## src/hw/adc_ctl_pkg.sv

```systemverilog
package adc_ctl_pkg;

  // Clock rates, in kHz as printed
  localparam int unsigned CLK_FREQ_KHZ = 125000;
  localparam int unsigned RC_FREQ_KHZ = 1500;
  // RC conversion clock as a tick every RC_DIV bus cycles (rounded down)
  localparam logic [6:0] RC_DIV = 7'(CLK_FREQ_KHZ / RC_FREQ_KHZ);

  // Conversion timing: sampling in bus cycles, the rest in conversion clock cycles
  localparam logic [5:0] CONV_CYCLES = 6'h20;
  localparam logic [4:0] SAMPLE_CYCLES = 5'hc;
  localparam logic [4:0] CONVERT_LAST = 5'(CONV_CYCLES - 6'(SAMPLE_CYCLES) - 6'h1);
  localparam logic [4:0] SAR_BITS = 5'h8;
  localparam logic [7:0] SAR_FIRST = 8'h80;

  // Register indices and byte addresses (byte address = index * 4)
  localparam logic [5:0] RESULT_IDX = 6'h10;
  localparam logic [5:0] STATUS_IDX = 6'h11;
  localparam logic [7:0] ADDR_RESULT = {RESULT_IDX, 2'h0};
  localparam logic [7:0] ADDR_STATUS = {STATUS_IDX, 2'h0};

  // Status/control field positions
  localparam int unsigned DONE_BIT = 7;
  localparam int unsigned RC_BIT = 6;
  localparam int unsigned ON_BIT = 5;
  localparam int unsigned CH_LSB = 0;
  localparam int unsigned CH_W = 3;

  // Reset values
  localparam logic [7:0] RESULT_RST = 8'h00;

  // Bus responses
  localparam logic [1:0] RESP_OKAY = 2'h0;
  localparam logic [1:0] RESP_SLVERR = 2'h2;

  typedef enum logic [2:0] {
    CH_PIN0 = 3'h0,
    CH_PIN1 = 3'h1,
    CH_PIN2 = 3'h2,
    CH_PIN3 = 3'h3,
    CH_REF_HIGH = 3'h4,
    CH_REF_MID = 3'h5,
    CH_REF_LOW = 3'h6,
    CH_TEST = 3'h7
  } chan_t;

  typedef enum logic [2:0] {
    ST_OFF = 3'h1,
    ST_SAMPLE = 3'h2,
    ST_CONVERT = 3'h4
  } conv_state_t;

  typedef struct packed {
    logic [6:0] cnt;
    logic tick;
  } div_state_t;

  typedef struct packed {
    logic [7:0] trial;
    logic [7:0] mask;
  } sar_state_t;

  typedef struct packed {
    conv_state_t st;
    logic [4:0] cnt;
    logic done;
    logic rc_sel;
    logic pwr;
    chan_t ch;
    logic [7:0] result;
    logic sample_sw;
    logic pump_on;
    logic osc_on;
    logic aw_held;
    logic [7:0] aw_addr;
    logic w_held;
    logic [7:0] w_data;
    logic w_lane0;
    logic awready;
    logic wready;
    logic bvalid;
    logic [1:0] bresp;
    logic arready;
    logic rvalid;
    logic [7:0] rdata;
    logic [1:0] rresp;
  } ctl_state_t;

endpackage : adc_ctl_pkg

```

## src/hw/rc_tick_divider.sv

```systemverilog
`timescale 1ns/1ps
// Stands in for the RC oscillator: one-cycle tick every RC_DIV cycles
module rc_tick_divider (
  // Clock and reset
  input wire logic aclk,
  input wire logic aresetn,
  // Control
  input wire logic run,
  // Tick out
  output logic tick
);

  adc_ctl_pkg::div_state_t q;
  adc_ctl_pkg::div_state_t n;

  // Count restarts whenever the oscillator is off, so the first tick is late
  always_comb begin
    n = q;
    n.tick = 1'b0;
    if (!run) begin
      n.cnt = 7'h0;
    end else if (q.cnt == adc_ctl_pkg::RC_DIV - 7'h1) begin
      n.cnt = 7'h0;
      n.tick = 1'b1;
    end else begin
      n.cnt = q.cnt + 7'h1;
    end
  end

  // State register
  always_ff @(posedge aclk) begin
    if (!aresetn) begin
      q <= '0;
    end else begin
      q <= n;
    end
  end

  assign tick = q.tick;

endmodule : rc_tick_divider

```

## src/hw/sar_engine.sv

```systemverilog
`timescale 1ns/1ps
// Successive approximation: one bit decided per step, MSB first
module sar_engine (
  // Clock and reset
  input wire logic aclk,
  input wire logic aresetn,
  // Sequencing
  input wire logic start,
  input wire logic step,
  // Analog side
  input wire logic comparator_above,
  output logic [7:0] trial
);

  adc_ctl_pkg::sar_state_t q;
  adc_ctl_pkg::sar_state_t n;

  // Drop the bit under test if the input is below the trial level
  always_comb begin
    n = q;
    if (start) begin
      n.trial = adc_ctl_pkg::SAR_FIRST;
      n.mask = adc_ctl_pkg::SAR_FIRST;
    end else if (step && (q.mask != 8'h00)) begin
      n.mask = q.mask >> 1;
      n.trial = (comparator_above ? q.trial : (q.trial & ~q.mask)) | n.mask;
    end
  end

  // State register
  always_ff @(posedge aclk) begin
    if (!aresetn) begin
      q <= '0;
    end else begin
      q <= n;
    end
  end

  assign trial = q.trial;

endmodule : sar_engine

```

## src/hw/adc_channel_control.sv

```systemverilog
// Added by the designer: the AXI4-Lite slave port.
`timescale 1ns/1ps
// Contract
// - RC pace, results enter on bus clock
// - Power bit switches converter on/off
// - Reset clears converter power bit
// - Three-bit field selects pins or references
// - Read-only 8-bit result at 0x10
// - Result load and done flag together
// - Conversion continues during WAIT
// - STOP halts converter, aborts conversion
// - Sample switch closed 12 bus cycles
// - Input disconnected during hold phase
// - Conversion takes 32 conversion clocks; in RC mode the code takes 12 bus cycles plus 20 RC ticks
// - Continuous conversions, flag after each
// - Done clears on result read, status write
// - RC select runs oscillator, clocks converter
module adc_channel_control (
  // Clock and reset
  input wire logic aclk,
  input wire logic aresetn,
  // AXI4-Lite write channels
  input wire logic awvalid,
  output logic awready,
  input wire logic [7:0] awaddr,
  input wire logic wvalid,
  output logic wready,
  input wire logic [31:0] wdata,
  input wire logic [3:0] wstrb,
  output logic bvalid,
  input wire logic bready,
  output logic [1:0] bresp,
  // AXI4-Lite read channels
  input wire logic arvalid,
  output logic arready,
  input wire logic [7:0] araddr,
  output logic rvalid,
  input wire logic rready,
  output logic [31:0] rdata,
  output logic [1:0] rresp,
  // System mode
  input wire logic stop_mode,
  // Analog side
  input wire logic comparator_above,
  output logic [2:0] channel_select,
  output logic sample_switch,
  output logic converter_power,
  output logic rc_osc_on,
  output logic [7:0] dac_code
);

  adc_ctl_pkg::ctl_state_t q;
  adc_ctl_pkg::ctl_state_t n;
  logic rc_tick;
  logic conv_tick;
  logic start_sar;
  logic step_sar;
  logic done_set;
  logic rd_result;
  logic st_write;
  logic ch_change;
  logic halt;
  logic [7:0] sar_trial;
  adc_ctl_pkg::chan_t new_ch;

  // RC oscillator runs while selected and not stopped
  rc_tick_divider u_rc (
    .aclk(aclk),
    .aresetn(aresetn),
    .run(q.osc_on),
    .tick(rc_tick)
  );

  sar_engine u_sar (
    .aclk(aclk),
    .aresetn(aresetn),
    .start(start_sar),
    .step(step_sar),
    .comparator_above(comparator_above),
    .trial(sar_trial)
  );

  // Bus clock converts every cycle; RC mode only on oscillator ticks
  assign conv_tick = q.rc_sel ? rc_tick : 1'b1;
  assign new_ch = adc_ctl_pkg::chan_t'(q.w_data[adc_ctl_pkg::CH_LSB +:
                                                 adc_ctl_pkg::CH_W]);

  // Bus slave, control register, converter sequencing
  always_comb begin
    n = q;
    start_sar = 1'b0;
    step_sar = 1'b0;
    done_set = 1'b0;
    rd_result = 1'b0;
    st_write = 1'b0;
    ch_change = 1'b0;
    // Address and data may arrive in either order
    if (awvalid && q.awready) begin
      n.aw_held = 1'b1;
      n.aw_addr = awaddr;
    end
    if (wvalid && q.wready) begin
      n.w_held = 1'b1;
      n.w_data = wdata[7:0];
      n.w_lane0 = wstrb[0];
    end
    if (bready && q.bvalid) begin
      n.bvalid = 1'b0;
    end
    if (q.aw_held && q.w_held && !q.bvalid) begin
      n.aw_held = 1'b0;
      n.w_held = 1'b0;
      n.bvalid = 1'b1;
      n.bresp = adc_ctl_pkg::RESP_OKAY;
      if (q.aw_addr == adc_ctl_pkg::ADDR_STATUS) begin
        st_write = 1'b1;
        if (q.w_lane0) begin
          n.rc_sel = q.w_data[adc_ctl_pkg::RC_BIT];
          n.pwr = q.w_data[adc_ctl_pkg::ON_BIT];
          n.ch = new_ch;
          ch_change = (new_ch != q.ch);
        end
      end else begin
        // Result register is read-only; other addresses unmapped
        n.bresp = adc_ctl_pkg::RESP_SLVERR;
      end
    end
    n.awready = !n.aw_held && !n.bvalid;
    n.wready = !n.w_held && !n.bvalid;
    // Read side answers one cycle after the address is taken
    if (rready && q.rvalid) begin
      n.rvalid = 1'b0;
    end
    if (arvalid && q.arready) begin
      n.rvalid = 1'b1;
      n.rresp = adc_ctl_pkg::RESP_OKAY;
      n.rdata = 8'h00;
      if (araddr == adc_ctl_pkg::ADDR_RESULT) begin
        n.rdata = q.result;
        rd_result = 1'b1;
      end else if (araddr == adc_ctl_pkg::ADDR_STATUS) begin
        n.rdata = {q.done, q.rc_sel, q.pwr, 2'h0, q.ch};
      end else begin
        n.rresp = adc_ctl_pkg::RESP_SLVERR;
      end
    end
    n.arready = !n.rvalid;
    // Converter sequence; WAIT has no input here, so it never pauses
    case (q.st)
      adc_ctl_pkg::ST_OFF: begin
        n.st = adc_ctl_pkg::ST_SAMPLE;
        n.cnt = 5'h0;
        n.sample_sw = 1'b1;
        start_sar = 1'b1;
      end
      adc_ctl_pkg::ST_SAMPLE: begin
        if (q.cnt == adc_ctl_pkg::SAMPLE_CYCLES - 5'h1) begin
          n.st = adc_ctl_pkg::ST_CONVERT;
          n.cnt = 5'h0;
          n.sample_sw = 1'b0;
        end else begin
          n.cnt = q.cnt + 5'h1;
        end
      end
      adc_ctl_pkg::ST_CONVERT: begin
        if (conv_tick) begin
          step_sar = (q.cnt < adc_ctl_pkg::SAR_BITS);
          if (q.cnt == adc_ctl_pkg::CONVERT_LAST) begin
            // Result and flag land together, in the same cycle as the next run starts
            done_set = 1'b1;
            n.result = sar_trial;
            n.st = adc_ctl_pkg::ST_SAMPLE;
            n.cnt = 5'h0;
            n.sample_sw = 1'b1;
            start_sar = 1'b1;
          end else begin
            n.cnt = q.cnt + 5'h1;
          end
        end
      end
      default: begin
        n.st = adc_ctl_pkg::ST_OFF;
      end
    endcase
    // STOP or power off drops the conversion in progress and keeps the old result
    halt = stop_mode || !n.pwr;
    if (halt) begin
      n.st = adc_ctl_pkg::ST_OFF;
      n.cnt = 5'h0;
      n.sample_sw = 1'b0;
      n.result = q.result;
      start_sar = 1'b0;
      step_sar = 1'b0;
      done_set = 1'b0;
    end else if (ch_change) begin
      // Half-finished result belongs to the old channel, so drop it
      n.st = adc_ctl_pkg::ST_SAMPLE;
      n.cnt = 5'h0;
      n.sample_sw = 1'b1;
      n.result = q.result;
      start_sar = 1'b1;
      step_sar = 1'b0;
      done_set = 1'b0;
    end
    // Set beats clear when both land in one cycle
    if (rd_result || st_write) begin
      n.done = 1'b0;
    end
    if (done_set) begin
      n.done = 1'b1;
    end
    n.pump_on = n.pwr && !stop_mode;
    n.osc_on = n.rc_sel && !stop_mode;
  end

  // State register; power and RC select come up cleared
  always_ff @(posedge aclk) begin
    if (!aresetn) begin
      q <= '0;
      q.st <= adc_ctl_pkg::ST_OFF;
      q.result <= adc_ctl_pkg::RESULT_RST;
    end else begin
      q <= n;
    end
  end

  // Outputs straight from the state register
  assign awready = q.awready;
  assign wready = q.wready;
  assign bvalid = q.bvalid;
  assign bresp = q.bresp;
  assign arready = q.arready;
  assign rvalid = q.rvalid;
  assign rdata = {24'h00_0000, q.rdata};
  assign rresp = q.rresp;
  assign channel_select = q.ch;
  assign sample_switch = q.sample_sw;
  assign converter_power = q.pump_on;
  assign rc_osc_on = q.osc_on;
  assign dac_code = sar_trial;
endmodule : adc_channel_control

```

## config.mk

```make
export PLATFORM = sky130hd
export DESIGN_NAME = adc_channel_control
export DESIGN_NICKNAME = d
export VERILOG_FILES = /design/src/hw/adc_ctl_pkg.sv /design/src/hw/rc_tick_divider.sv /design/src/hw/sar_engine.sv /design/src/hw/adc_channel_control.sv
export SDC_FILE = /design/constraint.sdc
export NUM_CORES = 1
export LEC_CHECK = 0
export CAP_MARGIN = 20
export CORE_UTILIZATION = 63
export DETAILED_ROUTE_END_ITERATION = 10
export DONT_BUFFER_PORTS = 1
export PLACE_DENSITY = 0.87
export SETUP_SLACK_MARGIN = 0.4
export SLEW_MARGIN = 20
export SYNTH_ARGS = -nofsm -noshare
export SYNTH_HDL_FRONTEND = slang
export SYNTH_HIERARCHICAL = 1
export SYNTH_SLANG_ARGS = --single-unit
```

## constraint.sdc

```tcl
create_clock -name aclk -period 2.7 [get_ports aclk]
set_clock_uncertainty 0.15 [all_clocks]
set_input_delay 0.135 -clock aclk [delete_from_list [all_inputs] [get_ports aclk]]
set_output_delay 0.135 -clock aclk [all_outputs]
set_load 0.05 [all_outputs]
```

Word level (Yosys, flattened, before mapping). Cells that the tools add are included.

Bits in registers: 85. Bits of input ports: 61. Word-level logic and storage cells: 148.

Add/sub/neg operators: 2. Magnitude comparators: 1. Eq/ne operators: 16. Multiplexer cells: 55. Bitwise logic cells: 7. Reduce and logical (&&, ||, !) cells: 37.

Operator list (count): $mux W16 (2); $mux W8 (4); $mux W1 (30); $mux W5 (5); $eq A8 B7 Y1 const B (3); $pmux W5 S3 (1); $logic_and A1 B1 Y1 (12); $mux W11 (1); $mux W10 (1); $mux W3 (3); $mux W9 (1); $ne A3 B3 Y1 const B (3); $pmux W3 S3 (1); $reduce_and A3 Y1 (3); $and A8 B8 Y8 (1); $not A8 Y8 (1); $or A8 B7 Y8 (1); $reduce_bool A8 Y1 (1); $add A7 B1 Y7 const B (1); $eq A7 B7 Y1 const B (1); $logic_not A1 Y1 (7); $mux W7 (1); $mux W2 (3); $ne A2 B2 Y1 const B (3); 20 further kinds (28).

Logic depth before layout (Yosys ltp).
Depth after elaboration: 9. Mapped depth: 9. Depth with buffers taken out: 8.

By module. The synthesis kept the hierarchy.

Modules (own cells, without submodules): adc_channel_control (instances 1, cells an instance 319, area each 2766.4 um2, seq. area each 1121.1 um2); sar_engine (instances 1, cells an instance 70, area each 703.2 um2, seq. area each 320.3 um2); rc_tick_divider (instances 1, cells an instance 34, area each 335.3 um2, seq. area each 160.2 um2).

Worst setup path after synthesis. Ideal clock, no wire load.

Kind: register to register. Start point: reg q, in the netlist bvalid. End point: reg u_sar.q, in the netlist u_sar/trial[1]. Setup time: 0.088 ns. Arrival: 2.566 ns. Slack: -0.104 ns. Cell stages (with the launch flop): 10. Clock period less this slack: 2.804 ns. Cells stage by stage: dfxtp_1 -> and3b_1 -> buf_2 -> a41o_2 -> o32ai_4 -> nand2_1 -> nor4_1 -> buf_4 -> nand2_1 -> a311oi_2.

Word-level cells in the longest chain between the ends: 7. Elaborated cells between the ends (all ways): 12. Classes of those cells: 6 x mux; 6 x reduce/logical.

RTL lines: start: declaration (RTL line adc_channel_control.sv:52) `adc_ctl_pkg::ctl_state_t q;`; start signal: assignment (RTL line adc_channel_control.sv:223) `q <= n;`; $logic_not A1 Y1 * (RTL line adc_channel_control.sv:110) `if (q.aw_held && q.w_held && !q.bvalid) begin`; $logic_and A1 B1 Y1 * (RTL line adc_channel_control.sv:110); $mux W5 (RTL line adc_channel_control.sv:110); $logic_not A1 Y1 (RTL line adc_channel_control.sv:186) `halt = stop_mode || !n.pwr;`; $logic_or A1 B1 Y1 (RTL line adc_channel_control.sv:186); $mux W1 * (RTL line adc_channel_control.sv:187) `if (halt) begin`; named net step_sar (RTL line adc_channel_control.sv:57) `logic step_sar;`; $logic_and A1 B1 Y1 * (RTL line sar_engine.sv:24) `end else if (step && (q.mask != 8'h00)) begin`; end signal: assignment (RTL line sar_engine.sv:35) `q <= n;`; end: declaration (RTL line sar_engine.sv:15) `adc_ctl_pkg::sar_state_t q;`.

The timed path passes the listed nets; every way through them passes the cells marked *. A chain may end at the register's enable or synchronous reset.

Worst setup path in the final report.
Start point: reg q[28] in the netlist's numbering. End point: reg u_sar.q, in the netlist u_sar/trial[2].

Word-level cells in the longest chain between the ends: 7. Elaborated cells between the ends (all ways): 13. Classes of those cells: 1 x eq/ne; 8 x mux; 4 x reduce/logical.

RTL lines: $eq A8 B7 Y1 * (RTL line adc_channel_control.sv:115) `if (q.aw_addr == adc_ctl_pkg::ADDR_STATUS) begin`; $mux W5 (RTL line adc_channel_control.sv:115); $mux W5 (RTL line adc_channel_control.sv:110); $logic_not A1 Y1 (RTL line adc_channel_control.sv:186); $logic_or A1 B1 Y1 (RTL line adc_channel_control.sv:186); $mux W1 * (RTL line adc_channel_control.sv:187); named net step_sar (RTL line adc_channel_control.sv:57); $logic_and A1 B1 Y1 * (RTL line sar_engine.sv:24).

Marked as above.

==> out/qor.txt <==
Synth Area per Inst: 9.00 sq um
sw frac: 28.6%
DP Wirelength: 5110 um
RSZ-0062 raised after global routing: yes
register area share after synthesis: 42.1%
Fin. Hold Viols: 0
combinational power share: 10.3%
Psw: 0.652 mW
worst-path fanout max: 5
drt wl/cell: 17.3 um
# IOs: 116
actual slew at the worst max-slew pin: 648 ps
Tcrit/Tclk final: 86.4%
critical path cell sequence: nor4b_4, nand4_4, o32ai_4, nand2_2, nor4_4, buf_4, buf_12, nand2_1, a311oi_2
number of fill cells: 353
# rows: 27
die footprint: 0.00635 sq mm
final slew viol count: 0
nets: 521
crit path capture type: register
all-layer global routing usage: 29.5%
Slew HR: 56.7%
Sink Count: 80
Setup CP Type: register to register
Crit path max-delay family: simple AND/OR/NAND/NOR gates
Starting Density: 67.0%
Total Wirelength: 9230 um
via count: 3,125
Syn Inst Count: 423
Placed Area: 0.00370 sq mm
Buf+Inv Stages, Crit Path: 2
maximum root-to-sink buffer count: 2
largest net degree at the start of global routing: 34
crit-path max cell delay: 390 ps
Max Fclk: 429 MHz
min cycle time layout: 2330 ps
total core area: 0.00568 sq mm
Synth Warn #: 6
vias per inst: 5.85
DRC: 0
vias in the first global route: 2,993
CTS tree: done
Synth Register Bits: 80
Die Y: 79.7 um
H-tree levels: 3
setup violators final: 0
area growth from synthesis to layout: 16.3%
GRT overflow: 0
Critical Path AT: 2450 ps
Post-synth EDFFs: 0
P_int: 1.63 mW
initial antenna violation count: 0
Worst EP required: 2820 ps
setup TNS: 0 ps
Clk pwr share: 35.9%
share of cells above drive strength 1: 18.4%
post-synth cell types: 58
Worst-Skew Late Latency: 360 ps
clk slew on worst S/H paths: 90 ps
# diodes: 0
Placer Congestion: 0.875
CTS Buf Count: 9
Synth async-reset ratio: 0%
final instance area: 0.00443 sq mm
leak pwr: 1.69 nW
Slowest cell on crit path: nor4b_4
synthesized cell area: 0.00380 sq mm
Main synth FF type: dfxtp_1
number of buffers added on ports: 0
maxcap violations: 0
HP Class: input pin to register
WHS: 22.8 ps
Antenna Nets Post-Route: 0
pwr dens: 516 mW/mm^2
crit path launch type: register
status: finished, final reports clean
1st-iter DRT viols: 151
clk root buf: clkbuf_8
global-route wire length before repair: 14,100 um
Die X: 79.7 um
Reg power frac: 53.8%
Pre-antenna DRT Iters: 5
peak supply drop: 337 uV
==> final timing paths <==
path | from | endpoint | slack (ps) | depth (start not counted)
setup reg to reg | q[28] | u_sar/trial[2] | 370 | 9
setup / recovery | q[28] | u_sar/trial[2] | 370 | 9
hold / removal | arvalid | rvalid | 20 | 2
hold reg to reg | q[43] | q[43] | 320 | 2
==> cell usage in the layout (no fill, tap or decap), types with 5 or more instances in the layout <==
cell type	n
a21oi_1	42
a311oi_2	7
buf_4	26
clkbuf_8	10
conb_1	26
dfxtp_1	71
dfxtp_2	7
dlygate4sd3_1	36
mux2i_1	18
nand2_1	46
nand2b_1	14
nand3_1	19
nor2_1	35
nor2b_1	6
nor3_1	7
o21ai_0	5
xnor2_1	7
==> cells by family (layout without fill, tap and decap cells) <==
group                    Yosys count  in the layout  synth area share [%]
flip-flops                        80             80                  42.1
XOR/XNOR                          11             11                  2.53
buffers and inverters             71             84                  12.3
adder cells (fa/ha/maj)            3              3                 0.987
other                              1             26                0.0986
multiplexers                      18             18                  4.74
AND/OR/NAND/NOR                  161            162                  22.4
AO/OA/AOI/OAI                     78             78                  14.9
==> layout make-up <==
cell class / instances / area, sq um / share of cell area [%]
clock buffer: 10 / 138 / 3.11
clock inverter: 6 / 43.8 / 0.990
inverter: 4 / 15.0 / 0.339
multi-input combinational: 298 / 1930 / 43.5
sequential: 80 / 1620 / 36.6
tap: 72 / 90.1 / 2.04
timing repair buffer: 64 / 596 / 13.5
==> what timing repair did <==
action / CTS / global route
gates resized for setup: 4 / 11
hold buffers: 37 / 0
buffers inserted: 8 / 5
gates cloned: 1 / 0
endpoints found under the hold margin: 75 / 0
setup endpoints to repair: 15 / 17
pin swaps: 5 / 8
==> stage by stage <==
stage               instances  worst slack, ps  power [mW]  utilization (%)
finish                    534              367        2.28             78.0
global placement          467              259        1.41             65.3
CTS                       529              403        2.27             76.8
floorplan                 448              386        1.44                -
detailed placement        467              215        1.42             65.3
global route              534              231        2.36             78.0
==> registers in the layout, summed over array words and instances, names as in the netlist, 3 cells and up <==
name,cells
u_sar/q,8
u_rc/q,7
u_sar/trial,8
new_ch,3
channel_select,3
rdata,8
q,32
==> synthesized netlist by cell type (2+ instances only) <==
cell	instances	area share (%)
o21a_1	3	0.59
xnor2_1	7	1.6
xor2_1	4	0.92
inv_1	3	0.30
or3_1	2	0.33
nand3b_1	2	0.39
a22oi_1	2	0.39
nor4_1	3	0.49
buf_2	4	0.53
o21ai_0	5	0.66
a311oi_2	7	2.8
clkbuf_1	12	1.2
buf_4	50	9.9
a21oi_1	46	6.1
o31ai_1	2	0.39
nand4_1	4	0.66
dfxtp_1	80	42
nand2_1	48	4.7
mux2i_1	18	4.7
ha_1	3	0.99
nor2_1	35	3.5
nor3_1	7	0.92
and2_1	2	0.33
nand3_1	19	2.5
nor4b_4	2	1.2
nor2b_1	6	0.99
nand2b_1	14	2.3
and3_1	3	0.49
==> power by group through the flow <==
| stage | combinational (mW) | clock (mW) | sequential (mW) |
|---|---|---|---|
| finish | 0.235 | 0.819 | 1.23 |
| global route | 0.247 | 0.887 | 1.23 |
| CTS | 0.224 | 0.818 | 1.23 |
| detailed placement | 0.164 | 0 | 1.25 |
| global placement | 0.161 | 0 | 1.25 |
| floorplan | 0.184 | 0 | 1.26 |
==> per-layer routing <==
metal / vias to the layer above / GRT usage, % / share of wire (%) / routed length (um)
met5: - / 0 / 0 / 0
met2: 138 / 51.3 / 50 / 4630
met1: 1490 / 31.7 / 39 / 3630
met4: 0 / 17.5 / 4.1 / 381
met3: 38 / 8.00 / 6.4 / 592
li1: 1459 / - / - / -
Note: power is estimated with default switching activity, not from simulation.
